### config.mk
export PLATFORM = sky130hd
export DESIGN_NAME = line_iface_irq_status
export DESIGN_NICKNAME = d
export VERILOG_FILES = /design/src/rtl/line_irq_pkg.sv /design/src/rtl/line_iface_irq_status.sv
export SDC_FILE = /design/constraint.sdc
export NUM_CORES = 1
export LEC_CHECK = 0
export BUFFER_PORTS_ARGS = -buffer_cell sky130_fd_sc_hd__clkbuf_2
export CAP_MARGIN = 20
export CORE_AREA = 2 2 246 248
export CTS_CLUSTER_DIAMETER = 100
export DETAILED_ROUTE_END_ITERATION = 7
export DIE_AREA = 0 0 248 250
export PLACE_DENSITY_LB_ADDON = 0.3
export SLEW_MARGIN = 10
export SYNTH_ARGS = -nofsm -noshare
export SYNTH_HDL_FRONTEND = slang
export SYNTH_SLANG_ARGS = --single-unit
### constraint.sdc
create_clock -name ref_clk_i -period 4.1 [get_ports ref_clk_i]
set_clock_uncertainty 0.2 [all_clocks]
set_input_delay 0.205 -clock ref_clk_i [delete_from_list [all_inputs] [get_ports ref_clk_i]]
set_output_delay 0.205 -clock ref_clk_i [all_outputs]
set_load 0.02 [all_outputs]
### src/rtl/line_irq_pkg.sv
// Behaviour
// - alarm pending bits reach pin when enabled
// - six event pending bits gated by enables
// - edge select zero: rising edge sets
// - edge select one: either edge sets
// - live driver failure bit at b2
// - live signal loss bit at b0
// - five bit gain code, saturates high
// - peak mode off: present pointer spacing
// - peak mode on: spread since read
// - writing one clears spacing value
// - pending bits clear on write one
// - pulse sum overflow sets b6
// - transmit fifo slip sets b5
// - receive fifo slip sets b4
// - zero run error sets b2
// - bipolar violation sets b1
// - zero run counter wrap sets b0
// - one register set per link, 0x100 apart
// - counter counts only when enable is 01
`default_nettype none
package line_irq_pkg;
	// register byte offsets within one link's window
	localparam logic [7:0] OFF_ALARM_EN = 8'h33;
	localparam logic [7:0] OFF_EVENT_EN = 8'h34;
	localparam logic [7:0] OFF_EDGE_SEL = 8'h35;
	localparam logic [7:0] OFF_LIVE = 8'h36;
	localparam logic [7:0] OFF_GAIN = 8'h37;
	localparam logic [7:0] OFF_TX_SPACING = 8'h38;
	localparam logic [7:0] OFF_RX_SPACING = 8'h39;
	localparam logic [7:0] OFF_ALARM_PEND = 8'h3A;
	localparam logic [7:0] OFF_EVENT_PEND = 8'h3B;
	localparam logic [7:0] OFF_CTRL = 8'h3E;
	// link stride and link count
	localparam logic [9:0] LINK_STRIDE = 10'h100;
	localparam int LINK_COUNT = 4;
	// bit positions
	localparam int BIT_DRIVER_FAIL = 2;
	localparam int BIT_SIGNAL_ABSENT = 0;
	localparam int BIT_PULSE_SUM = 6;
	localparam int BIT_TX_SLIP = 5;
	localparam int BIT_RX_SLIP = 4;
	localparam int BIT_ZERO_RUN = 2;
	localparam int BIT_BIPOLAR = 1;
	localparam int BIT_COUNTER_WRAP = 0;
	// control register fields (peak modes, count enable)
	localparam int BIT_TX_PEAK = 5;
	localparam int BIT_RX_PEAK = 4;
	localparam int POS_COUNT_EN = 0;
	// masks of implemented bits
	localparam logic [7:0] ALARM_MASK = 8'h05;
	localparam logic [7:0] EVENT_MASK = 8'h77;
	localparam logic [7:0] CTRL_MASK = 8'h33;
	// reset value and codes
	localparam logic [7:0] RESET_BYTE = 8'h00;
	localparam logic [4:0] GAIN_CODE_MAX = 5'h15;
	localparam logic [1:0] COUNT_EN_ON = 2'h1;
	// condition inputs from one link's detectors
	typedef struct packed {
		logic driver_fail_live;
		logic signal_absent_live;
		logic pulse_sum_over;
		logic tx_fifo_slip;
		logic rx_fifo_slip;
		logic zero_run_err;
		logic bipolar_viol;
		logic [4:0] equalizer_gain_code;
		logic [6:0] tx_pointer_spacing;
		logic [6:0] rx_pointer_spacing;
	} link_cond_s;
endpackage
`default_nettype wire

### src/rtl/line_iface_irq_status.sv
// Implementation choice: the address-and-strobe port.
`default_nettype none
module line_iface_irq_status #(
	parameter int LINKS = 4
) (
	// clock and reset
	input wire logic ref_clk_i,
	input wire logic rst_i,
	// register port
	input wire logic [9:0] addr_i,
	input wire logic [7:0] wdata_i,
	input wire logic wr_i,
	input wire logic rd_i,
	output logic [7:0] rdata_o,
	// detector conditions per link
	input wire line_irq_pkg::link_cond_s [LINKS-1:0] cond_i,
	// interrupt pin, active high level
	output logic irq_o
);
	import line_irq_pkg::*;

	// overview of one link's register window
	// - alarm enable: gates the driver failure and signal loss pendings
	// - event enable: gates the six event pendings
	// - edge select: picks rising only or both edges for the two alarms
	// - live status: present driver failure and signal loss levels
	// - gain status: present equalizer gain code, saturated at the top band
	// - transmit spacing: pointer distance or its spread, cleared by a read or a nonzero write
	// - receive spacing: same as transmit, for the receive fifo
	// - alarm pending: write one to clear, sticky until then
	// - event pending: write one to clear, sticky until then
	// - control: zero run count enable and the two peak mode bits
	//
	// addressing
	// - the upper two address bits pick the link copy
	// - the lower byte picks the register inside the copy
	// - a read of any other place returns zero
	// - a write to any other place is dropped
	//
	// timing seen from the register port
	// - a write takes effect at the edge after the strobe cycle
	// - read data stand in the cycle after the read strobe only
	// - read data are zero in every other cycle
	// - a condition in cycle n sets its pending bit at edge n+1
	// - the interrupt level follows one edge after the pending bit
	//
	// edge detection on the live levels
	// - each live level is compared with its value one cycle earlier
	// - after reset the earlier value counts as low
	// - so a level already high at reset release gives one rising edge
	//
	// clear against set
	// - a write one clear and a new event in the same cycle keep the bit
	// - this way no event is lost in the clear window of the host
	//
	// spacing registers
	// - a read or a nonzero write restarts the peak window
	// - the shown value is zero in the cycle after a restart
	// - after that it tracks the present distance or the spread
	// - the spread is the highest minus the lowest distance in the window
	//
	// zero run counter
	// - counts detected zero run errors only with the enable code set
	// - the event that rolls it from all ones to zero sets the wrap pending
	// - the counter value itself is not readable here
	//
	// limitations
	// - the condition inputs are taken as synchronous to the clock
	// - event inputs are one cycle pulses; a held level sets every cycle
	// - there is no interrupt latch beyond the pending bits themselves
	// - enables only gate the pin; pendings latch with the enable low too

	// refuse link counts that the two link address bits cannot serve
	if (LINKS < 1 || LINKS > LINK_COUNT) begin : links_check
		$error("LINKS out of range");
	end

	// register state per link
	// alarm enable, implemented bits only
	logic [7:0] alarm_en [LINKS];
	// event enable, implemented bits only
	logic [7:0] event_en [LINKS];
	// edge select for the two alarms
	logic [7:0] edge_sel [LINKS];
	// control: count enable and peak modes
	logic [7:0] ctrl [LINKS];
	// sticky alarm pendings
	logic [7:0] alarm_pend [LINKS];
	// sticky event pendings
	logic [7:0] event_pend [LINKS];
	// shown transmit spacing value
	logic [6:0] tx_val [LINKS];
	// shown receive spacing value
	logic [6:0] rx_val [LINKS];
	// lowest transmit distance of the window
	logic [6:0] tx_lo [LINKS];
	// highest transmit distance of the window
	logic [6:0] tx_hi [LINKS];
	// lowest receive distance of the window
	logic [6:0] rx_lo [LINKS];
	// highest receive distance of the window
	logic [6:0] rx_hi [LINKS];
	// zero run error counter
	logic [15:0] zero_count [LINKS];
	// previous live levels for edge detection
	logic [LINKS-1:0] prev_df;
	logic [LINKS-1:0] prev_los;
	// per-link interrupt terms
	logic [LINKS-1:0] link_irq;

	// link select: the link copy sits one stride above the previous one
	function automatic logic hit(input logic [9:0] a, input int l, input logic [7:0] off);
		hit = (a == 10'(l * int'(LINK_STRIDE) + int'(off)));
	endfunction

	// new edge event on a live bit
	function automatic logic edge_event(input logic cur, input logic old, input logic both);
		if (both) begin
			edge_event = cur ^ old;
		end else begin
			edge_event = cur & ~old;
		end
	endfunction

	// peak-to-peak spread
	function automatic logic [6:0] spread(input logic [6:0] lo, input logic [6:0] hi);
		spread = (hi >= lo) ? 7'(hi - lo) : 7'h00;
	endfunction

	genvar g;
	generate
		for (g = 0; g < LINKS; g++) begin : link
			logic [7:0] alarm_set;
			logic [7:0] event_set;
			logic count_wrap;
			logic tx_read;
			logic rx_read;
			// hardware set sources for the pending registers
			always_comb begin
				alarm_set = RESET_BYTE;
				alarm_set[BIT_DRIVER_FAIL] = edge_event(cond_i[g].driver_fail_live, prev_df[g],
					edge_sel[g][BIT_DRIVER_FAIL]);
				alarm_set[BIT_SIGNAL_ABSENT] = edge_event(cond_i[g].signal_absent_live,
					prev_los[g], edge_sel[g][BIT_SIGNAL_ABSENT]);
				event_set = RESET_BYTE;
				event_set[BIT_PULSE_SUM] = cond_i[g].pulse_sum_over;
				event_set[BIT_TX_SLIP] = cond_i[g].tx_fifo_slip;
				event_set[BIT_RX_SLIP] = cond_i[g].rx_fifo_slip;
				event_set[BIT_ZERO_RUN] = cond_i[g].zero_run_err;
				event_set[BIT_BIPOLAR] = cond_i[g].bipolar_viol;
				event_set[BIT_COUNTER_WRAP] = count_wrap;
			end
			// counter wraps when all ones and another event counts
			assign count_wrap = cond_i[g].zero_run_err && (&zero_count[g])
				&& (ctrl[g][POS_COUNT_EN+1:POS_COUNT_EN] == COUNT_EN_ON);
			assign tx_read = rd_i && hit(addr_i, g, OFF_TX_SPACING);
			assign rx_read = rd_i && hit(addr_i, g, OFF_RX_SPACING);

			// software-written control registers
			always_ff @(posedge ref_clk_i) begin
				if (rst_i) begin
					alarm_en[g] <= RESET_BYTE;
					event_en[g] <= RESET_BYTE;
					edge_sel[g] <= RESET_BYTE;
					ctrl[g] <= RESET_BYTE;
				end else if (wr_i) begin
					if (hit(addr_i, g, OFF_ALARM_EN)) begin
						alarm_en[g] <= wdata_i & ALARM_MASK;
					end else if (hit(addr_i, g, OFF_EVENT_EN)) begin
						event_en[g] <= wdata_i & EVENT_MASK;
					end else if (hit(addr_i, g, OFF_EDGE_SEL)) begin
						edge_sel[g] <= wdata_i & ALARM_MASK;
					end else if (hit(addr_i, g, OFF_CTRL)) begin
						ctrl[g] <= wdata_i & CTRL_MASK;
					end
				end
			end

			// pending bits: write one clears, set wins
			always_ff @(posedge ref_clk_i) begin
				if (rst_i) begin
					alarm_pend[g] <= RESET_BYTE;
					event_pend[g] <= RESET_BYTE;
				end else begin
					if (wr_i && hit(addr_i, g, OFF_ALARM_PEND)) begin
						alarm_pend[g] <= ((alarm_pend[g] & ~wdata_i) | alarm_set) & ALARM_MASK;
					end else begin
						alarm_pend[g] <= (alarm_pend[g] | alarm_set) & ALARM_MASK;
					end
					if (wr_i && hit(addr_i, g, OFF_EVENT_PEND)) begin
						event_pend[g] <= ((event_pend[g] & ~wdata_i) | event_set) & EVENT_MASK;
					end else begin
						event_pend[g] <= (event_pend[g] | event_set) & EVENT_MASK;
					end
				end
			end

			// previous live levels
			always_ff @(posedge ref_clk_i) begin
				if (rst_i) begin
					prev_df[g] <= 1'b0;
					prev_los[g] <= 1'b0;
				end else begin
					prev_df[g] <= cond_i[g].driver_fail_live;
					prev_los[g] <= cond_i[g].signal_absent_live;
				end
			end

			// zero run counter, counts only with enable code
			always_ff @(posedge ref_clk_i) begin
				if (rst_i) begin
					zero_count[g] <= 16'h0000;
				end else if (cond_i[g].zero_run_err
					&& ctrl[g][POS_COUNT_EN+1:POS_COUNT_EN] == COUNT_EN_ON) begin
					zero_count[g] <= zero_count[g] + 16'h0001;
				end
			end

			// transmit spacing: present or peak window
			always_ff @(posedge ref_clk_i) begin
				if (rst_i || tx_read || (wr_i && hit(addr_i, g, OFF_TX_SPACING)
					&& wdata_i != RESET_BYTE)) begin
					tx_lo[g] <= cond_i[g].tx_pointer_spacing;
					tx_hi[g] <= cond_i[g].tx_pointer_spacing;
					tx_val[g] <= 7'h00;
				end else begin
					if (cond_i[g].tx_pointer_spacing < tx_lo[g]) begin
						tx_lo[g] <= cond_i[g].tx_pointer_spacing;
					end
					if (cond_i[g].tx_pointer_spacing > tx_hi[g]) begin
						tx_hi[g] <= cond_i[g].tx_pointer_spacing;
					end
					if (ctrl[g][BIT_TX_PEAK]) begin
						tx_val[g] <= spread(tx_lo[g], tx_hi[g]);
					end else begin
						tx_val[g] <= cond_i[g].tx_pointer_spacing;
					end
				end
			end

			// receive spacing: present or peak window
			always_ff @(posedge ref_clk_i) begin
				if (rst_i || rx_read || (wr_i && hit(addr_i, g, OFF_RX_SPACING)
					&& wdata_i != RESET_BYTE)) begin
					rx_lo[g] <= cond_i[g].rx_pointer_spacing;
					rx_hi[g] <= cond_i[g].rx_pointer_spacing;
					rx_val[g] <= 7'h00;
				end else begin
					if (cond_i[g].rx_pointer_spacing < rx_lo[g]) begin
						rx_lo[g] <= cond_i[g].rx_pointer_spacing;
					end
					if (cond_i[g].rx_pointer_spacing > rx_hi[g]) begin
						rx_hi[g] <= cond_i[g].rx_pointer_spacing;
					end
					if (ctrl[g][BIT_RX_PEAK]) begin
						rx_val[g] <= spread(rx_lo[g], rx_hi[g]);
					end else begin
						rx_val[g] <= cond_i[g].rx_pointer_spacing;
					end
				end
			end

			// enabled pendings of this link
			assign link_irq[g] = |(alarm_pend[g] & alarm_en[g])
				| |(event_pend[g] & event_en[g]);
		end
	endgenerate

	// interrupt level is the OR over links
	always_ff @(posedge ref_clk_i) begin
		if (rst_i) begin
			irq_o <= 1'b0;
		end else begin
			irq_o <= |link_irq;
		end
	end

	// read mux, data one cycle after the strobe
	always_ff @(posedge ref_clk_i) begin
		if (rst_i) begin
			rdata_o <= RESET_BYTE;
		end else if (rd_i) begin
			rdata_o <= RESET_BYTE;
			for (int l = 0; l < LINKS; l++) begin
				// enable and select registers read back as stored, masked to implemented bits
				if (hit(addr_i, l, OFF_ALARM_EN)) begin
					rdata_o <= alarm_en[l];
				end else if (hit(addr_i, l, OFF_EVENT_EN)) begin
					rdata_o <= event_en[l];
				end else if (hit(addr_i, l, OFF_EDGE_SEL)) begin
					rdata_o <= edge_sel[l];
				// live levels straight from the detectors
				end else if (hit(addr_i, l, OFF_LIVE)) begin
					rdata_o <= {5'h00, cond_i[l].driver_fail_live, 1'b0,
						cond_i[l].signal_absent_live};
				// gain code, top band codes fold onto one value
				end else if (hit(addr_i, l, OFF_GAIN)) begin
					rdata_o <= {3'h0, (cond_i[l].equalizer_gain_code > GAIN_CODE_MAX)
						? GAIN_CODE_MAX : cond_i[l].equalizer_gain_code};
				// spacing values, top bit unused
				end else if (hit(addr_i, l, OFF_TX_SPACING)) begin
					rdata_o <= {1'b0, tx_val[l]};
				end else if (hit(addr_i, l, OFF_RX_SPACING)) begin
					rdata_o <= {1'b0, rx_val[l]};
				// sticky pendings and the control register
				end else if (hit(addr_i, l, OFF_ALARM_PEND)) begin
					rdata_o <= alarm_pend[l];
				end else if (hit(addr_i, l, OFF_EVENT_PEND)) begin
					rdata_o <= event_pend[l];
				end else if (hit(addr_i, l, OFF_CTRL)) begin
					rdata_o <= ctrl[l];
				end
			end
		end else begin
			rdata_o <= RESET_BYTE;
		end
	end
endmodule
`default_nettype wire

* Word-level counts from Yosys, hierarchy flattened
Memory sizes are Yosys's and may differ from the RTL's. Index checks and enable logic that the tools add are counted.
Storage, ports and cells: memories 13, bits of input ports 126, word-level logic and storage cells 702, register bits 17, memory bits (writable) 320
Memory list:
- zero_count | words 4, bits a word 16, read ports 4, clocked after memory_dff 0, write ports 4, line line_iface_irq_status.sv:104 | logic [15:0] zero_count [LINKS];
- rx_hi | words 4, bits a word 7, read ports 4, clocked after memory_dff 0, write ports 4, line line_iface_irq_status.sv:102 | logic [6:0] rx_hi [LINKS];
- rx_lo | words 4, bits a word 7, read ports 4, clocked after memory_dff 0, write ports 4, line line_iface_irq_status.sv:100 | logic [6:0] rx_lo [LINKS];
- rx_val | words 4, bits a word 7, read ports 4, clocked after memory_dff 0, write ports 4, line line_iface_irq_status.sv:94 | logic [6:0] rx_val [LINKS];
- tx_hi | words 4, bits a word 7, read ports 4, clocked after memory_dff 0, write ports 4, line line_iface_irq_status.sv:98 | logic [6:0] tx_hi [LINKS];
- tx_lo | words 4, bits a word 7, read ports 4, clocked after memory_dff 0, write ports 4, line line_iface_irq_status.sv:96 | logic [6:0] tx_lo [LINKS];
- 7 more memories
Cells by class: bitwise operators 130, order comparisons 28, mux-type cells 390, reductions and logical operators 75, equality and inequality tests 44, add/subtract/negate cells 12
Operator list (count):
- 8-bit two-way mux | 40
- 7-bit two-way mux | 40
- 1-bit two-way mux | 270
- 10-bit == test (second input constant) | 20
- 10-bit by 6-bit == test with 1-bit output (second input constant) | 10
- 10-bit by 9-bit == test with 1-bit output (second input constant) | 10
- 6-bit two-way mux | 12
- 1-bit bitwise OR | 72
- 16-bit by 1-bit adder with 16-bit output (second input constant) | 4
- 8-bit bitwise AND | 8
- 16-bit two-way mux | 4
- 16-bit AND reduction | 4
- 8-bit OR reduction | 8
- 7-bit >= comparator | 8
- 7-bit > comparator | 8
- 7-bit less-than comparator | 8
- 7-bit bitwise OR | 8
- 7-bit subtractor | 8
- 1-bit logical AND | 44
- 2-bit two-way mux | 16
- 7-bit bitwise AND | 4
- 3-bit bitwise OR | 8
- 5-bit > comparator (second input constant) | 4
- 5-bit two-way mux | 4
- other kinds (11) | 57

* Logic depth before layout (Yosys ltp)
Gate-level depths: netlist (run 1).
depth in word-level cells 41, gate-level depth with buffers 10, depth with buffers taken out 10

* Least setup slack after synthesis (run 1)
No wires, ideal clock.
path type reg2reg, from memory tx_hi[3][1], to memory tx_hi[3][0], enable pin, buffers on the path 0, stages on the path, launching flop included 10, data arrival time 1758 ps, data required time 3519 ps, setup slack 1762 ps, path through edfxtp_1 -> inv_1 -> ha_1 -> nor2b_1 -> o21a_1 -> o21a_1 -> o21ai_0 -> nand2b_1 -> a211oi_1 -> o21ai_0
RTL lines (line):
- from (decl) | line_iface_irq_status.sv:98

* Final worst setup path (run 1)
from input port addr_i[0], to register rdata_o[1]
Between the ends: cells in the longest elaborated chain, start to end 41
Ends and longest elaborated chain:
- from (decl) | line line_iface_irq_status.sv:10 | input wire logic [9:0] addr_i,
- 10-bit by 6-bit == test with 1-bit output | line line_iface_irq_status.sv:113 | hit = (a == 10'(l * int'(LINK_STRIDE) + int'(off)));
- 8-bit two-way mux | line line_iface_irq_status.sv:310 | end else if (hit(addr_i, l, OFF_CTRL)) begin
- 8-bit two-way mux | line line_iface_irq_status.sv:308 | end else if (hit(addr_i, l, OFF_EVENT_PEND)) begin
- 8-bit two-way mux | line line_iface_irq_status.sv:306 | end else if (hit(addr_i, l, OFF_ALARM_PEND)) begin
- 8-bit two-way mux | line line_iface_irq_status.sv:303 | end else if (hit(addr_i, l, OFF_RX_SPACING)) begin
- 8-bit two-way mux | line line_iface_irq_status.sv:301 | end else if (hit(addr_i, l, OFF_TX_SPACING)) begin
- 8-bit two-way mux | line line_iface_irq_status.sv:297 | end else if (hit(addr_i, l, OFF_GAIN)) begin
- 8-bit two-way mux | line line_iface_irq_status.sv:293 | end else if (hit(addr_i, l, OFF_LIVE)) begin
- [... 25 more ...]
- 8-bit two-way mux | line line_iface_irq_status.sv:306
- 8-bit two-way mux | line line_iface_irq_status.sv:303
- 8-bit two-way mux | line line_iface_irq_status.sv:301
- 8-bit two-way mux | line line_iface_irq_status.sv:297
- 8-bit two-way mux | line line_iface_irq_status.sv:293
- 8-bit two-way mux | line line_iface_irq_status.sv:290 | end else if (hit(addr_i, l, OFF_EDGE_SEL)) begin
- 8-bit two-way mux | line line_iface_irq_status.sv:288 | end else if (hit(addr_i, l, OFF_EVENT_EN)) begin
- 8-bit two-way mux * | line line_iface_irq_status.sv:286 | if (hit(addr_i, l, OFF_ALARM_EN)) begin
- to (signal assigned) | line line_iface_irq_status.sv:287 | rdata_o <= alarm_en[l];
- to (signal assigned) | line line_iface_irq_status.sv:289 | rdata_o <= event_en[l];
- to (signal assigned) | line line_iface_irq_status.sv:291 | rdata_o <= edge_sel[l];
- to (decl) | line line_iface_irq_status.sv:14 | output logic [7:0] rdata_o,
Every way passes the cells marked *; elsewhere a longest branch is shown, timed or not. A chain may end at the register's enable or synchronous reset.

==> results.cfg, run 1 <==
[pwr]
p_seq_share_pct = 43.8
combPwrFrac_pct = 16.4
pwr-share-clk_pct = 39.8
power.total_mw = 9.73
intPower_mw = 7.07
powerDensity_nw_per_um2 = 395
p_switching_mw = 2.66
swShare_pct = 27.3
leakagePower_nw = 10.0
ir_drop_uv = 240

[floorplan]
core_area_um2 = 59600
die_height_um = 250
start_util_pct = 34.4
die_area_um2 = 62000
rows = 90
io_pins = 135
die_w_um = 248

[clocking]
cts_buffers = 40
clk_latency_ns = 0.59
cts_tree = built
clock_path_buffers = 3
cts.sinks = 336
cts-root-buf = clkbuf_16
cts-resized-gates = 0
path_clk_slew_ns = 0.06
htreeDepth = 2

[cells_and_area]
fillerInstances = 5797
drive_gt1_share_pct = 11.8
nNetsFinal = 2545
final_common_cell = edfxtp_1
finalInstanceArea_um2 = 24600
syn2layout_area_growth_pct = 20.1
fin_cells = 3053
final_core_util_pct = 41.3
most-common-layout-cells = edfxtp_1, ha_1, inv_1

[global_routing]
grt.total_usage_pct = 20.5
grt_overflow = 0
met2_usage_pct = 31.8
grt_pass1_vias = 16200
grt_pass1_wl_um = 97000
antenna_found_initial = 6
gr-max-usage-layer = met2
met1_usage_pct = 27.6
grt_max_degree = 48
grt_use_met3_pct = 4.37

[outcome]
status = finished, final reports clean

[sta]
slew_viol_final = 0
max-slew-margin-rel_pct = 24.1
setup_viol = 0
rsz0062_at_grt = false
setup_tns_ns = 0
period_needed_ns = 3.20
holdWs_ns = 0.0418
tightest_slew_ns = 1.14
fmax_mhz = 313
hold_viol_final = 0
setup_ws_ns = 0.901
min_period_over_period_pct = 78.0

[place]
placed_area_um2 = 22300
dp.cells = 2882
io_buffer_count = 133
hpwl_um = 48900
dp_slack_ns = 0.963
gp_congestion = 0.955

[drt]
routed_wl_um = 63800
routed_via_density = 5.37
drt-pass1-iter-count = 7
drt_iter0_drc = 1588
vias = 16400
wire_per_inst_um = 20.9
ant_nets = 0
drc = 0

[hold_path]
hp-start = rd_i
hp-class = in -> reg

[critical_path]
slowest_delay_ns = 0.58
crit_start = addr_i[0]
end_kind = register
cp_cell_sequence = clkbuf_2 -> nand2b_1 -> o32ai_1 -> o311ai_0 -> a31oi_1 -> o22ai_1 -> a31oi_1 -> o211ai_1 -> nand3_1 -> dlygate4sd3_1
cp-start-kind = input port
cpMaxStageDelayCell = nand2b_1
r2r_start = event_pend[0][1]
required_ns = 4.36
path_class = in -> reg
cp_max_fo = 26
crit_path_frequent_cell = a31oi_1
cp.arrival_ns = 3.46

[yosys]
synth.yosys.warnings = 0
synth_ff_type = edfxtp_1
syn-cell-area_um2 = 20500
synth-seq-cells = 336
ys_seq_area_share_pct = 48.4
avgSynthCellArea_um2 = 10.6
async_reset_ff_share_pct = 0
synth-edff-count = 320
synth_cells = 1940
ys_types = 82

[run]
maxCapViolCount = 0
## layer usage
| metal | share of wire (%) | up-vias |
|---|---|---|
| met5 | 0.078 | - |
| met2 | 45 | 669 |
| met4 | 4.4 | 8 |
| met3 | 8.3 | 178 |
| met1 | 42 | 7844 |
| li1 | - | 7690 |
## power groups by stage
stage / clock network, mW / logic, mW / registers [mW]
2_1_floorplan: 0 / 1.08 / 4.23
3_3_place_gp: 0 / 1.48 / 4.32
3_5_place_dp: 0 / 1.51 / 4.33
4_1_cts: 3.94 / 1.60 / 4.26
5_1_grt: 4.06 / 1.80 / 4.28
6_report: 3.87 / 1.60 / 4.26
## what timing repair did
| action | in CTS | in global routing |
|---|---|---|
| hold buffers | 96 | 0 |
| buffers inserted | 0 | 0 |
| endpoints found under the hold margin | 204 | 0 |
## layout make-up
| cell class | count | area, um^2 | share of cell area, % |
|---|---|---|---|
| diodes | 2 | 5.00 | 0.0203 |
| well taps | 782 | 978 | 3.97 |
| clock buffers | 50 | 1040 | 4.22 |
| repair buffers | 246 | 1760 | 7.16 |
| inverters | 161 | 604 | 2.45 |
| multi-input cells | 1454 | 9940 | 40.4 |
| flip-flops and latches | 336 | 9930 | 40.3 |
| clock inverters | 22 | 360 | 1.46 |
## kinds of logic (layout without fill, tap and decap cells)
| logic type | count (synthesis) | in the layout | synth area share [%] |
|---|---|---|---|
| compound gates | 504 | 504 | 16.5 |
| xor+xnor | 89 | 89 | 3.80 |
| fa+ha+maj | 180 | 180 | 11.3 |
| buf+inv | 237 | 479 | 4.66 |
| flops | 336 | 336 | 48.4 |
| mux | 19 | 19 | 1.09 |
| other cells | 2 | 91 | 0.0366 |
| simple gates | 573 | 573 | 14.2 |
## worst paths after layout
kind	to	slack [ns]	cells after the start
min reg2reg	zero_count[3][0]	0.39	1
max	rdata_o[1]	0.90	10
min	rdata_o[0]	0.04	4
max reg2reg	rdata_o[1]	1.15	9
## flip-flops by register name (all words and copies together), names as in the netlist, 16 cells and up
register	cells
rx_val	28
rx_hi	28
event_en	24
tx_val	28
rx_lo	28
zero_count	64
event_pend	24
ctrl	16
tx_hi	28
tx_lo	28
## cells in the mapped netlist, drive strengths merged (39+ instances only)
cell type,instances,share of area [%]
a21o,39,1.4
a21oi,142,3.6
a22o,61,2.6
and3,41,1.3
clkbuf,44,0.81
edfxtp,320,47
ha,172,10
inv,161,2.9
nand2,114,2.1
nand3,75,1.8
nor2,163,3.3
o21ai,87,2.1
xor2,54,2.3
## critical path: cells and delay by family
family | cells | cell delay, ns
simple gates | 2 | 0.66
buf+inv | 2 | 1.08
compound gates | 6 | 1.50
Power figures use the tool's default switching activity.
==> inputs of run 2 (changes only) <==
--- a/config.mk
+++ b/config.mk
@@ -5,12 +5,13 @@
 export SDC_FILE = /design/constraint.sdc
 export NUM_CORES = 1
 export LEC_CHECK = 0
+export ABC_AREA = 1
 export BUFFER_PORTS_ARGS = -buffer_cell sky130_fd_sc_hd__clkbuf_2
 export CAP_MARGIN = 20
-export CORE_AREA = 2 2 246 248
+export CORE_AREA = 2 2 244 246
 export CTS_CLUSTER_DIAMETER = 100
 export DETAILED_ROUTE_END_ITERATION = 7
-export DIE_AREA = 0 0 248 250
+export DIE_AREA = 0 0 246 248
 export PLACE_DENSITY_LB_ADDON = 0.3
 export SLEW_MARGIN = 10
 export SYNTH_ARGS = -nofsm -noshare
==> constraint.sdc (replaced) <==
create_clock -name ref_clk_i -period 3.2 [get_ports ref_clk_i]
set_clock_uncertainty 0.2 [all_clocks]
set_input_delay 0.16 -clock ref_clk_i [delete_from_list [all_inputs] [get_ports ref_clk_i]]
set_output_delay 0.16 -clock ref_clk_i [all_outputs]
set_load 0.02 [all_outputs]
==> run 2 against run 1 <==
Against the previous run: non-clock buffer count is 30 higher; clock-buffer cell count is 4 lower; die area is 1.6% lower; core utilization is 1.3 points higher; flip-flop and latch count stayed put; critical path type unchanged; total power is 26% higher; global-route usage is 1.5 points lower; via count is 3.8% higher; sequential power is 27% higher; critical path depth is 3 higher.
==> results.cfg, run 2 <==
[outcome]
status = finished, final reports clean

[sta]
min_period_over_period_pct = 93.1
tightest_slew_ns = 0.966
max-slew-margin-rel_pct = 34.9
setup_tns_ns = 0
rsz0062_at_grt = false
period_needed_ns = 2.98
slew_viol_final = 0
holdWs_ns = 0.0558
fmax_mhz = 336
setup_viol = 0
hold_viol_final = 0

[yosys]
yosys-top-cells-count = inv_1, edfxtp_1, nand2_1
ys_types = 64
synth.yosys.warnings = 0
synth-edff-count = 320
synth.top_cell.area_share_pct = 47.3
syn-cell-area_um2 = 20300
async_reset_ff_share_pct = 0
synth-seq-cells = 336
synth_area_leaders = edfxtp_1, ha_1, inv_1, nand2_1, nor2_1
ys_seq_area_share_pct = 48.9
synth_cells = 2232
avgSynthCellArea_um2 = 9.11
synth_most_common_cell = inv_1
yosys.area.top_type = edfxtp_1
synth_ff_type = edfxtp_1

[pwr]
swShare_pct = 26.8
power.total_mw = 12.3
combPwrFrac_pct = 16.4
leakagePower_nw = 10.9
p_switching_mw = 3.29
pwr-share-clk_pct = 39.3
p_seq_share_pct = 44.2
intPower_mw = 8.97
powerDensity_nw_per_um2 = 492
ir_drop_uv = 307

[clocking]
cts.sinks = 336
cts_tree = built
clock_path_buffers = 3
cts_buffers = 39
htreeDepth = 2
cts-root-buf = clkbuf_16
clk_latency_ns = 0.55
path_clk_slew_ns = 0.06

[place]
io_buffer_count = 133
hpwl_um = 45300
gp_congestion = 0.900
placed_area_um2 = 22400

[floorplan]
core_area_um2 = 58500
io_pins = 135
die_w_um = 246
die_area_um2 = 61000
die_height_um = 248
rows = 89
start_util_pct = 34.8

[global_routing]
grt_overflow = 0
grt.total_usage_pct = 19.0
antenna_found_initial = 4
grt_pass1_vias = 16700
grt_max_degree = 30
grt_pass1_wl_um = 90000

[drt]
vias = 17000
routed_via_density = 4.99
drc = 0
wl_met3_um = 3630
ant_nets = 0
highest_layer = met5
routed_wl_um = 58100
drt-pass1-iter-count = 6
drt_iter0_drc = 1379
wire_per_inst_um = 17.1
wl_met2_um = 26500
wl_met1_um = 26100

[cells_and_area]
nNetsFinal = 2913
syn2layout_area_growth_pct = 22.5
largest_register_ffs = 64
most-common-layout-cells = inv_1, edfxtp_1, nand2_1
diodes = 0
regMostFlops = zero_count
finalInstanceArea_um2 = 24900
final_common_cell = inv_1
drive_gt1_share_pct = 11.5

[critical_path]
r2r-end = rdata_o[4]
path_class = in -> reg
reg2regPathDepth = 16
cp.arrival_ns = 3.28
end_kind = register
cp-start-kind = input port
cp_max_fo = 15
rrSetupSlack_ns = 0.30
r2r_start = ctrl[0][2]
required_ns = 3.50

[hold_path]
hp-start = rst_i
hold_path_depth = 2
hp-class = in -> reg
hold_end = event_pend[1][4]

[run]
maxCapViolCount = 0
-- run 2: critical path, cell delays in order --
cell and delay (ns):
clkbuf_2 0.13, nor2_4 0.42, inv_4 0.13, nor2_4 0.25, a21oi_1 0.14, o211ai_1 0.33, o211ai_1 0.14, o311ai_1 0.11
o211ai_1 0.14, o311ai_1 0.17, o311ai_1 0.22, a2111oi_2 0.34, dlygate4sd3_1 0.60
-- run 2: final cells by class --
type | instances | area [um^2]
Timing Repair Buffer | 276 | 2030
Tap cell | 773 | 967
Multi-Input combinational cell | 1557 | 9130
Clock inverter | 22 | 313
Inverter | 397 | 1500
Sequential cell | 336 | 9930
Clock buffer | 46 | 1040
Fill cell | 5723 | 33600
-- run 2: per-stage QoR --
step	util [%]	worst slack (ns)	std cells
after floorplan	-	0.615	2319
after global placement	38.4	0.129	3231
after detailed placement	38.4	0.0687	3231
after CTS	42.4	0.125	3401
after global routing	42.6	0.00659	3407
final	42.6	0.220	3407
-- run 2: kinds of logic after synthesis --
logic type | Yosys count | share of synthesized area [%]
simple gates | 817 | 17.7
xor+xnor | 26 | 1.12
other cells | 2 | 0.0369
compound gates | 444 | 12.9
buf+inv | 427 | 8.01
fa+ha+maj | 180 | 11.4
flops | 336 | 48.9
-- run 2: what timing repair did --
action | in CTS | in global routing
resized for setup | 0 | 4
hold buffers | 102 | 0
setup endpoints to repair | 0 | 11
setup buffers | 0 | 4
endpoints found under the hold margin | 222 | 0
-- run 2: worst max-delay path by stage --
stage / from / slack, ns / end
after floorplan: tx_hi[2][2] / 0.61 / tx_val[2][5]
after global placement: addr_i[6] / 0.13 / rdata_o[3]
after detailed placement: addr_i[6] / 0.07 / rdata_o[3]
after CTS: addr_i[6] / 0.13 / rdata_o[3]
after global routing: addr_i[8] / 0.007 / rdata_o[3]
final: addr_i[8] / 0.22 / rdata_o[3]
-- run 2: power groups by stage --
stage          clock network [mW]  registers, mW  logic (mW)
3_3_place_gp                    0           5.50        1.83
5_1_grt                      5.07           5.46        2.31
3_5_place_dp                    0           5.51        1.89
6_report                     4.82           5.42        2.02
4_1_cts                      4.93           5.42        2.00
2_1_floorplan                   0           5.41        1.31
-- run 2: metal layers --
layer / vias up / global-route usage [%]
met5: - / 0
met3: 128 / 4.05
met1: 8052 / 25.2
met2: 462 / 30.8
met4: 8 / 6.36
li1: 8354 / -
==> inputs of run 3 (changes only) <==
--- a/config.mk
+++ b/config.mk
@@ -8,10 +8,12 @@
 export ABC_AREA = 1
 export BUFFER_PORTS_ARGS = -buffer_cell sky130_fd_sc_hd__clkbuf_2
 export CAP_MARGIN = 20
-export CORE_AREA = 2 2 244 246
+export CORE_AREA = 2 2 216 218
+export CTS_BUF_LIST = sky130_fd_sc_hd__clkbuf_16
 export CTS_CLUSTER_DIAMETER = 100
 export DETAILED_ROUTE_END_ITERATION = 7
-export DIE_AREA = 0 0 246 248
+export DIE_AREA = 0 0 218 220
+export MAX_ROUTING_LAYER = met4
 export PLACE_DENSITY_LB_ADDON = 0.3
 export SLEW_MARGIN = 10
 export SYNTH_ARGS = -nofsm -noshare
==> run 3 against run 2 <==
Against the previous run: largest cell class unchanged; hold slack lost 0.040 ns; routed wire length shrank 4.5%; core utilization grew 11 points; sequential share of layout area grew 0.78 points; sequential power is essentially flat; clock-buffer cell count shrank 5; non-clock buffer count shrank 9; setup slack lost 0.17 ns; critical path type unchanged.
==> results.cfg, run 3 (synthesized netlist as in run 2, its figures left out) <==
[outcome]
status = finished, final reports clean

[clocking]
cts.sinks = 336
cts_setup_buffers = 0
cts-root-buf = clkbuf_16
htreeDepth = 2
cts_buffers = 40
clock_path_buffers = 3
cts_tree = built
path_clk_slew_ns = 0.06
clk_latency_ns = 0.55

[pwr]
leakagePower_nw = 10.8
ir_drop_uv = 403
powerDensity_nw_per_um2 = 474

[critical_path]
cp_max_fo = 10
reg2regPathDepth = 18
slowest_delay_ns = 0.73
path_class = in -> reg
cpLargestDelayFamily = compound AO/OA/AOI/OAI gates
cp-start-kind = input port
cpMaxStageDelayCell = a21oi_1
end_kind = register
cp_num_cells = 8
r2r_start = event_pend[0][1]
crit_start = wdata_i[6]
cp_cell_sequence = dlygate4sd3_1 -> clkbuf_2 -> nor2_1 -> nand3_1 -> nor4_1 -> o21ai_1 -> a21oi_1 -> o21ai_0
path_buf_inv = 2
required_ns = 3.14
cp.arrival_ns = 3.09

[run]
maxCapViolCount = 0

[floorplan]
die_w_um = 218
rows = 79
start_util_pct = 44.3
die_height_um = 220
core_area_um2 = 45900
die_area_um2 = 48000
io_pins = 135

[global_routing]
grt_use_met3_pct = 3.71
antenna_found_initial = 4
grt_overflow = 0
met1_usage_pct = 32.0
grt.total_usage_pct = 23.7
met2_usage_pct = 36.4
grt_max_degree = 26
gr-max-usage-layer = met2
grt_pass1_wl_um = 86100
grt_pass1_vias = 16500

[drt]
routed_wl_um = 55500
vias = 17100
routed_via_density = 5.28
wire_per_inst_um = 17.1
drc = 0
drt_iter0_drc = 1404
ant_nets = 0
drt-pass1-iter-count = 7

[cells_and_area]
finalInstanceArea_um2 = 24400
largest_register_ffs = 64
syn2layout_area_growth_pct = 20.2
nNetsFinal = 2904
drive_gt1_share_pct = 10.7
final_common_cell = inv_1
regMostFlops = zero_count
fillerInstances = 4196
most-common-layout-cells = inv_1, edfxtp_1, nand2_1

[sta]
setup_viol = 0
setup_tns_ns = 0
hold_viol_final = 0
tightest_slew_ns = 1.04
max-slew-margin-rel_pct = 29.1
slew_viol_final = 0
min_period_over_period_pct = 98.4
period_needed_ns = 3.15
fmax_mhz = 317

[hold_path]
hold_path_depth = 4
hp-class = in -> reg
hp-start = wdata_i[1]

[place]
gp_congestion = 0.958
io_buffer_count = 133
hpwl_um = 42500
placed_area_um2 = 22200
run 3: worst paths after layout:
path,end,slack (ns)
max,tx_lo[1][0],0.05
min,ctrl[2][1],0.02
min reg2reg,rdata_o[5],0.36
max reg2reg,rdata_o[1],0.20
run 3: worst min-delay path, delay by kind of cell:
| family | cells | cell delay [ns] |
|---|---|---|
| simple gates | 1 | 0.11 |
| buf+inv | 3 | 0.38 |
run 3: per-layer routing:
layer	vias to the layer above	part of all wire (%)	routed length [um]
met2	571	45	24900
met3	98	7.0	3870
met1	8059	45	25100
met4	0	3.1	1710
li1	8348	-	-
met5	-	0	0
run 3: area by class of cell:
type                       count  area [um^2]  area share (%)
inverter                     397         1500            6.12
clock inverter                29          146           0.599
multi-input combinational   1556         9130            37.4
clock buffer                  41         1030            4.20
timing repair buffer         267         1930            7.91
sequential                   336         9930            40.7
antenna                        4         10.0          0.0410
tap                          607          759            3.11
run 3: through the flow:
stage               util, %  instances  hold slack (ns)  setup slack (ns)  power [mW]
floorplan                 -       2319           0.0589             0.615        6.72
global placement       48.3       3057            0.177           -0.0250        7.31
detailed placement     48.3       3057            0.188           -0.0221        7.38
CTS                    53.2       3232          0.00453             0.142        11.6
global route           53.3       3237           0.0455           -0.0255        12.1
finish                 53.3       3237           0.0156            0.0497        11.6
run 3: what timing repair did:
item	CTS	global route
hold buffers	105	0
resized for setup	0	6
endpoints found under the setup margin	0	4
hold endpoints to repair	243	0
run 3: where the power goes:
group	internal [mW]	switching (mW)
logic	0.778	1.24
clock network	2.38	1.77
registers	5.22	0.202
